--- config.mk ---
export PLATFORM = sky130hd
export DESIGN_NAME = mvic_top
export DESIGN_NICKNAME = d
export VERILOG_FILES = /design/src/hw/mvic_pkg.sv /design/src/hw/mvic_src_if.sv /design/src/hw/mvic_flags.sv /design/src/hw/mvic_top.sv
export SDC_FILE = /design/constraint.sdc
export NUM_CORES = 1
export LEC_CHECK = 0
export ABC_CLOCK_PERIOD_IN_PS = 16700
export BUFFER_PORTS_ARGS = -buffer_cell sky130_fd_sc_hd__buf_2
export CORE_MARGIN = 2
export CORE_UTILIZATION = 30
export DETAILED_ROUTE_END_ITERATION = 12
export GPL_TIMING_DRIVEN = 0
export SYNTH_ARGS = -nofsm -noshare
export SYNTH_HDL_FRONTEND = slang
export SYNTH_SLANG_ARGS = --single-unit
--- constraint.sdc ---
create_clock -name sys_clk -period 16.7 [get_ports sys_clk]
set_input_delay 1.67 -clock sys_clk [delete_from_list [all_inputs] [get_ports sys_clk]]
set_output_delay 1.67 -clock sys_clk [all_outputs]
set_load 0.005 [all_outputs]
--- src/hw/mvic_pkg.sv ---
package mvic_pkg;
   localparam int NUM_SRC = 16;
   localparam int NUM_VEC = 10;
   localparam int VEC_W = 4;
   localparam logic [15:0] VEC_BASE = 16'h0003;
   localparam logic [15:0] VEC_STEP = 16'h0008;
   localparam logic [VEC_W-1:0] VEC_NONE = 4'hF;
   // Source bit positions
   localparam int SRC_EXT_A = 0;
   localparam int SRC_EXT_B = 1;
   localparam int SRC_EXT_C = 2;
   localparam int SRC_TIMER0_LOW = 3;
   localparam int SRC_EXT_E = 4;
   localparam int SRC_EXT_D = 5;
   localparam int SRC_EXT_F = 6;
   localparam int SRC_TIMER0_HIGH = 7;
   localparam int SRC_SYNC_SERIAL = 8;
   localparam int SRC_TIMER1_LOW = 9;
   localparam int SRC_TIMER1_HIGH = 10;
   localparam int SRC_PULSE_COUNTER_1 = 11;
   localparam int SRC_PULSE_COUNTER_2 = 12;
   localparam int SRC_ADC = 13;
   localparam int SRC_FAST_PWM_STOP = 14;
   localparam int SRC_FAST_PWM_PERIOD = 15;
   // Vector of each source
   localparam logic [VEC_W-1:0] SRC_VEC [NUM_SRC] = '{
      4'h0, 4'h1, 4'h2, 4'h2, 4'h2, 4'h3, 4'h3, 4'h4,
      4'h4, 4'h5, 4'h5, 4'h6, 4'h7, 4'h8, 4'h8, 4'h8};
   // Vectors that may take the highest level
   localparam int NUM_TOP_VEC = 2;
   typedef enum logic [1:0] {
      MVIC_LVL_NONE = 2'h0,
      MVIC_LVL_LOW = 2'h1,
      MVIC_LVL_HIGH = 2'h2,
      MVIC_LVL_TOP = 2'h3
   } mvic_lvl_t;
endpackage

--- src/hw/mvic_src_if.sv ---
`timescale 1ns/1ps
interface mvic_src_if;
   logic [9:0] vec_req;
   modport producer(output vec_req);
   modport consumer(input vec_req);
endinterface

--- src/hw/mvic_flags.sv ---
`timescale 1ns/1ps
module mvic_flags
   import mvic_pkg::*;
(
   input wire logic sys_clk,
   input wire logic rst_n,
   input wire logic [NUM_SRC-1:0] src_event,
   input wire logic [NUM_SRC-1:0] src_clear,
   input wire logic [NUM_SRC-1:0] src_enable,
   output logic [NUM_SRC-1:0] pending,
   mvic_src_if.producer req
);
   // Set wins over clear so a same-cycle event is not lost
   always_ff @(posedge sys_clk or negedge rst_n) begin
      if (!rst_n) begin
         pending <= '0;
      end else begin
         pending <= (pending & ~src_clear) | src_event;
      end
   end

   always_comb begin
      req.vec_req = '0;
      for (int s = 0; s < NUM_SRC; s++) begin
         if (pending[s] && src_enable[s]) begin
            req.vec_req[SRC_VEC[s]] = 1'b1;
         end
      end
   end
endmodule

--- src/hw/mvic_top.sv ---
`timescale 1ns/1ps
// What this block does
// - Sixteen sources share nine of the ten vector addresses
// - Three levels; first two vectors top/low
// - Equal or lower level than service refused
// - Highest pending level wins
// - Same level: smallest vector address wins
// - Vectors eight bytes apart from 0003H
module mvic_top
   import mvic_pkg::*;
(
   input wire logic sys_clk,
   input wire logic rst_n,
   input wire logic [NUM_SRC-1:0] src_event,
   input wire logic [NUM_SRC-1:0] src_clear,
   input wire logic [NUM_SRC-1:0] src_enable,
   input wire logic [NUM_VEC-1:0] vec_hi_sel,
   input wire logic int_ack,
   input wire logic int_return,
   output logic [NUM_SRC-1:0] src_pending,
   output logic irq_valid,
   output logic [15:0] irq_addr,
   output logic [VEC_W-1:0] irq_vec,
   output logic [1:0] irq_level,
   output logic [1:0] active_level
);
   mvic_src_if req_bus();
   logic [NUM_SRC-1:0] pending;
   logic missed_higher;
   logic missed_smaller;
   logic [1:0] stk [3];
   logic [1:0] depth;
   logic found;
   logic [VEC_W-1:0] next_vec;
   mvic_lvl_t next_lvl;
   mvic_lvl_t cur_lvl;

   mvic_flags u_flags (
      .sys_clk(sys_clk),
      .rst_n(rst_n),
      .src_event(src_event),
      .src_clear(src_clear),
      .src_enable(src_enable),
      .pending(pending),
      .req(req_bus.producer)
   );

   // Select bit picks top (vectors 0,1) or high (others); clear means low
   function automatic mvic_lvl_t vec_level(input int v, input logic sel);
      if (!sel) begin
         return MVIC_LVL_LOW;
      end else if (v < NUM_TOP_VEC) begin
         return MVIC_LVL_TOP;
      end else begin
         return MVIC_LVL_HIGH;
      end
   endfunction

   assign cur_lvl = (depth == 2'h0) ? MVIC_LVL_NONE : mvic_lvl_t'(stk[depth - 2'h1]);

   // Scan downward so the smallest vector of the best level survives
   always_comb begin
      found = 1'b0;
      next_vec = VEC_NONE;
      next_lvl = MVIC_LVL_NONE;
      for (int v = NUM_VEC - 1; v >= 0; v--) begin
         if (req_bus.vec_req[v] && vec_level(v, vec_hi_sel[v]) > cur_lvl &&
             vec_level(v, vec_hi_sel[v]) >= next_lvl) begin
            found = 1'b1;
            next_vec = VEC_W'(v);
            next_lvl = vec_level(v, vec_hi_sel[v]);
         end
      end
   end

   always_ff @(posedge sys_clk or negedge rst_n) begin
      if (!rst_n) begin
         irq_valid <= 1'b0;
         irq_vec <= VEC_NONE;
         irq_addr <= 16'h0000;
         irq_level <= 2'h0;
      end else begin
         irq_valid <= found && !int_ack;
         irq_vec <= next_vec;
         irq_level <= next_lvl;
         irq_addr <= VEC_BASE + VEC_STEP * {12'h000, next_vec};
      end
   end

   // Service level stack: pushed on acknowledge, popped on return.
   // Depth three suffices since only strictly higher levels nest.
   always_ff @(posedge sys_clk or negedge rst_n) begin
      if (!rst_n) begin
         depth <= 2'h0;
         stk[0] <= 2'h0;
         stk[1] <= 2'h0;
         stk[2] <= 2'h0;
      end else if (int_ack && irq_valid && irq_level > cur_lvl) begin
         stk[depth] <= irq_level;
         depth <= depth + 2'h1;
      end else if (int_return && depth != 2'h0) begin
         depth <= depth - 2'h1;
      end
   end

   always_ff @(posedge sys_clk or negedge rst_n) begin
      if (!rst_n) begin
         active_level <= 2'h0;
         src_pending <= '0;
      end else begin
         active_level <= cur_lvl;
         src_pending <= pending;
      end
   end

   // Checker helpers: an eligible vector that the pick passed over
   always_comb begin
      missed_higher = 1'b0;
      missed_smaller = 1'b0;
      for (int v = 0; v < NUM_VEC; v++) begin
         if (req_bus.vec_req[v] && vec_level(v, vec_hi_sel[v]) > cur_lvl) begin
            if (vec_level(v, vec_hi_sel[v]) > next_lvl) begin
               missed_higher = 1'b1;
            end
            if (vec_level(v, vec_hi_sel[v]) == next_lvl && VEC_W'(v) < next_vec) begin
               missed_smaller = 1'b1;
            end
         end
      end
   end

   property p_no_low_nest;
      @(posedge sys_clk) disable iff (!rst_n)
      irq_valid |-> irq_level > active_level;
   endproperty
   a_no_low_nest: assert property (p_no_low_nest) else $error("nest not higher");

   property p_addr_map;
      @(posedge sys_clk) disable iff (!rst_n)
      found |=> irq_addr == VEC_BASE + VEC_STEP * {12'h000, $past(next_vec)};
   endproperty
   a_addr_map: assert property (p_addr_map) else $error("bad vector address");

   property p_top_only_low_vec;
      @(posedge sys_clk) disable iff (!rst_n)
      irq_valid && irq_level == MVIC_LVL_TOP |-> irq_vec < NUM_TOP_VEC;
   endproperty
   a_top_only_low_vec: assert property (p_top_only_low_vec) else $error("bad top");

   property p_sticky;
      @(posedge sys_clk) disable iff (!rst_n)
      src_event[SRC_EXT_A] |=> pending[SRC_EXT_A];
   endproperty
   a_sticky: assert property (p_sticky) else $error("flag lost");

   property p_hold;
      @(posedge sys_clk) disable iff (!rst_n)
      pending[SRC_ADC] && !src_clear[SRC_ADC] |=> pending[SRC_ADC];
   endproperty
   a_hold: assert property (p_hold) else $error("flag dropped");

   property p_ext_c_vec;
      @(posedge sys_clk) disable iff (!rst_n)
      pending[SRC_EXT_C] && src_enable[SRC_EXT_C] |-> req_bus.vec_req[2];
   endproperty
   a_ext_c_vec: assert property (p_ext_c_vec) else $error("no request");

   property p_level_first;
      @(posedge sys_clk) disable iff (!rst_n)
      found && req_bus.vec_req[0] && vec_hi_sel[0] && depth == 2'h0
         |-> next_vec == 4'h0;
   endproperty
   a_level_first: assert property (p_level_first) else $error("top lost");

   property p_smallest;
      @(posedge sys_clk) disable iff (!rst_n)
      req_bus.vec_req[2] && req_bus.vec_req[3] && !vec_hi_sel[2] && !vec_hi_sel[3]
         && found && next_lvl == MVIC_LVL_LOW |-> next_vec != 4'h3;
   endproperty
   a_smallest: assert property (p_smallest) else $error("not smallest");

   property p_best_level;
      @(posedge sys_clk) disable iff (!rst_n)
      !missed_higher;
   endproperty
   a_best_level: assert property (p_best_level) else $error("higher level skipped");

   property p_first_of_level;
      @(posedge sys_clk) disable iff (!rst_n)
      !missed_smaller;
   endproperty
   a_first_of_level: assert property (p_first_of_level) else $error("larger vector won");

   property p_valid_follows;
      @(posedge sys_clk) disable iff (!rst_n)
      found && !int_ack |=> irq_valid;
   endproperty
   a_valid_follows: assert property (p_valid_follows) else $error("request not shown");

   property p_ack_drops;
      @(posedge sys_clk) disable iff (!rst_n)
      int_ack |=> !irq_valid;
   endproperty
   a_ack_drops: assert property (p_ack_drops) else $error("request after ack");

   property p_push_level;
      @(posedge sys_clk) disable iff (!rst_n)
      int_ack && irq_valid && irq_level > cur_lvl |=> cur_lvl == $past(irq_level);
   endproperty
   a_push_level: assert property (p_push_level) else $error("service level not taken");

   property p_pop_level;
      @(posedge sys_clk) disable iff (!rst_n)
      int_return && depth != 2'h0 && !(int_ack && irq_valid && irq_level > cur_lvl)
         |=> depth == $past(depth) - 2'h1;
   endproperty
   a_pop_level: assert property (p_pop_level) else $error("service level not released");

   // Tenth vector has no source behind it
   property p_spare_vec;
      @(posedge sys_clk) disable iff (!rst_n)
      !req_bus.vec_req[NUM_VEC-1];
   endproperty
   a_spare_vec: assert property (p_spare_vec) else $error("spare vector requested");

   c_nest: cover property (@(posedge sys_clk) disable iff (!rst_n) depth == 2'h2);
   c_low_nest: cover property (@(posedge sys_clk) disable iff (!rst_n)
      depth == 2'h1 && cur_lvl == MVIC_LVL_LOW);
   c_top: cover property (@(posedge sys_clk) disable iff (!rst_n)
      irq_valid && irq_level == MVIC_LVL_TOP);
   c_ret: cover property (@(posedge sys_clk) disable iff (!rst_n) int_return && depth != 2'h0);
endmodule

==> qor.txt <==
====================================================================================
Share of the synthesized area in the top cell type                             39.4%
Leakage power total                                                          1.92 nW
Total clock sinks                                                                 54
Critical Path Start                                                         depth[0]
HPWL reported at the end of detailed placement                               5.69 mm
Insertion delay to the later sink of the worst-skew pair                     0.33 ns
Width of the die                                                              107 um
Worst R2R Setup Slack                                                        3.27 ns
Min Clock Period, post-route                                                13.43 ns
Root Buffer                                                                 clkbuf_8
Sequential share of the synthesized area                                       42.7%
Weighted congestion at the end of routability-driven global placement          0.841
Total Die Area                                                           0.0114 mm^2
Post-cts gate resize count                                                         0
Number of instances in the synthesized netlist                                   313
Per-instance average area after synthesis                                  10.2 um^2
Number of endpoints failing setup at the final stage                               0
Nets                                                                             509
Number of global-route vias before repair                                      2,706
Capturing element of the worst setup path                                  irq_valid
Final routed DRC violation total                                                   0
Arrival time worst endpoint                                                 13.62 ns
Port Buf Inserts                                                                  91
Main synth FF type                                                           dfrtp_1
Share of the cycle needed by the critical path after routing                   80.4%
Worst min-delay path startpoint                                         u_flags.pending[1]
Number of detailed-routing iterations run before antenna repair                    4
Cell taking the most area after synthesis                                    dfrtp_1
Fraction of layout instances using a drive strength above 1                    32.8%
Maximum clock frequency                                                     74.5 MHz
# Post-CTS Setup Buffers                                                           0
Worst Clk Skew                                                             0.0170 ns
Total design power                                                        0.000636 W
Largest net degree at the start of global routing                                 55
Hold buffer count at cts                                                           0
VDD IR-drop max                                                            0.0569 mV
All-Layer GR Usage                                                             13.6%
Max clock buf depth                                                                2
Depth of the CTS H-tree                                                            2
Worst path max stage delay                                                   0.52 ns
Antenna violations before repair                                                   0
Initial Util                                                                   30.8%
Routed length per placed instance                                            13.2 um
Most frequent cells in the layout                                       buf_2 (91), dfrtp_1 (50), inv_1 (30), ha_1 (27), nand2_1 (25)
Kind of launch point of the worst setup path                               flip-flop
CP endpoint kind                                                           flip-flop
Number of storage elements in the synthesis netlist                               54
Most common cell type on the critical path                                      ha_1
Cell area after technology mapping                                      0.00318 mm^2
Critical setup path kind                                                     reg2reg
Clock tree from TritonCTS                                                      built
Detailed-route via count                                                       2,628
Post-synth EDFFs                                                                   0
Number of slew-limit violations in the final report                                0
Count of final hold-check violations                                               0
RSZ-0062 raised after global routing                                           false
Overall die height                                                            107 um
Clock slew at reported path FFs                                              0.11 ns
Global-route wire length before repair                                       12.4 mm
Top Ports                                                                        103
DRT antenna net count                                                              0
Final sum of negative setup slack                                               0 ns
Total clock buffers created by CTS                                                 5
R2r endpoint                                                               irq_valid
Most common cell after layout, fill and taps aside                             buf_2
Placeable Area                                                           0.0103 mm^2
Status                                                                  finished, final reports clean
First-iteration detailed-routing DRC count                                       126
Power density normalized to cell area                                    162 mW/mm^2
Vias per std cell                                                               4.72
Standard cell with the maximum stage delay on the critical path             a211oi_1
Floorplan row count                                                               37
Startpoint of the worst register-to-register path                           depth[0]
Async set or reset register ratio after synthesis                               100%
Transition at the pin with the smallest max-transition slack                 1.18 ns
Synth top area cells                                                    dfrtp_1 (39%), ha_1 (11%), a21o_1 (4.3%), inv_1 (3.5%), dfstp_2 (3.3%)
Peak fanout along the critical path                                               11
Ys Warns                                                                           0
Final antenna diode count                                                          0
Total Wirelength                                                             7.38 mm
Worst r2r path cells                                                              56
Max-cap viol count                                                                 0
Aggregate global routing overflow                                                  0
Number of unique standard cell types used by synthesis                            62
Worst min-delay path category                                                reg2reg
Worst Path Required                                                         16.89 ns
Syn-to-layout area delta                                                       23.8%
Tightest slew margin relative to the limit                                     21.5%
====================================================================================
## report_power, final
group          internal [W]  switching, W  total [W]
clock network     0.0000313     0.0000505  0.0000818
registers          0.000165     0.0000143   0.000180
logic              0.000158      0.000217   0.000375
total              0.000355      0.000282   0.000636
## worst min path at each step
stage,cells after the start,to
2_1_floorplan,0,src_pending[2]
3_3_place_gp,0,src_pending[4]
3_5_place_dp,0,src_pending[6]
4_1_cts,0,src_pending[4]
5_1_grt,0,src_pending[4]
6_report,0,src_pending[1]
## flip-flops by register name (all words and copies together), names as in the netlist
signal,count
stk,6
src_pending,16
depth,2
active_level,2
u_flags.pending,16
irq_valid,1
irq_vec,4
irq_level,2
irq_addr,5
## worst max-delay path: cells and delay by family, from the launching register on
| kind | cells | cell delay [ns] |
|---|---|---|
| AOI/OAI and AO/OA | 23 | 5.31 |
| adders and majority gates | 10 | 2.95 |
| buffers and inverters | 2 | 0.19 |
| DFF | 1 | 0.46 |
| muxes | 2 | 0.57 |
| and+or+nand+nor | 19 | 3.84 |
## stage by stage
stage / instances / instance area [um^2] / hold WS (ns) / util, % / setup WS [ns]
4_1_cts: 557 / 3940 / 0.416 / 38.1 / 3.29
6_report: 557 / 3940 / 0.415 / 38.1 / 3.27
3_3_place_gp: 549 / 3840 / 0.384 / 37.2 / 3.52
2_1_floorplan: 322 / 3210 / 0.373 / - / 4.99
5_1_grt: 557 / 3940 / 0.435 / 38.1 / 2.09
3_5_place_dp: 549 / 3840 / 0.389 / 37.2 / 3.31
## area by class of cell
cell class / instances / area [um^2]
timing repair buffer: 91 / 455
fill: 1058 / 6390
clock buffer: 5 / 68.8
tap: 136 / 170
sequential: 54 / 1360
inverter: 31 / 129
buffer: 12 / 93.8
multi-input combinational: 225 / 1630
clock inverter: 3 / 28.8
## cells in the mapped netlist, types with 5 or more instances
library cell and n:
a211oi_1 10, a21o_1 18, a21oi_1 14, buf_4 11, dfrtp_1 50, ha_1 27, inv_1 30, nand2_1 25
nand2b_1 12, nor2_1 9, nor2b_1 5, nor3_1 6, o211ai_1 5, o21ai_0 16
## kinds of logic (layout without fill, tap and decap cells)
kind of cell             count (synthesis)  in the layout  synth area share (%)
multiplexers                             7              7                  2.52
flip-flops                              54             54                  42.7
adder cells (fa/ha/maj)                 27             27                  10.6
other                                    2             11                 0.236
XOR/XNOR                                 1              1                 0.276
AO/OA/AOI/OAI                           95             95                  21.9
AND/OR/NAND/NOR                         84             84                  14.8
buffers and inverters                   43            142                  7.01
## layer usage
layer	vias up	global-route usage, %	share of wire [%]
li1	1319	-	-
met1	1240	16.4	44
met2	58	24.6	50
met3	11	2.86	4.5
met4	0	3.53	1.6
met5	-	0	0
(Power assumes the default switching activity.)
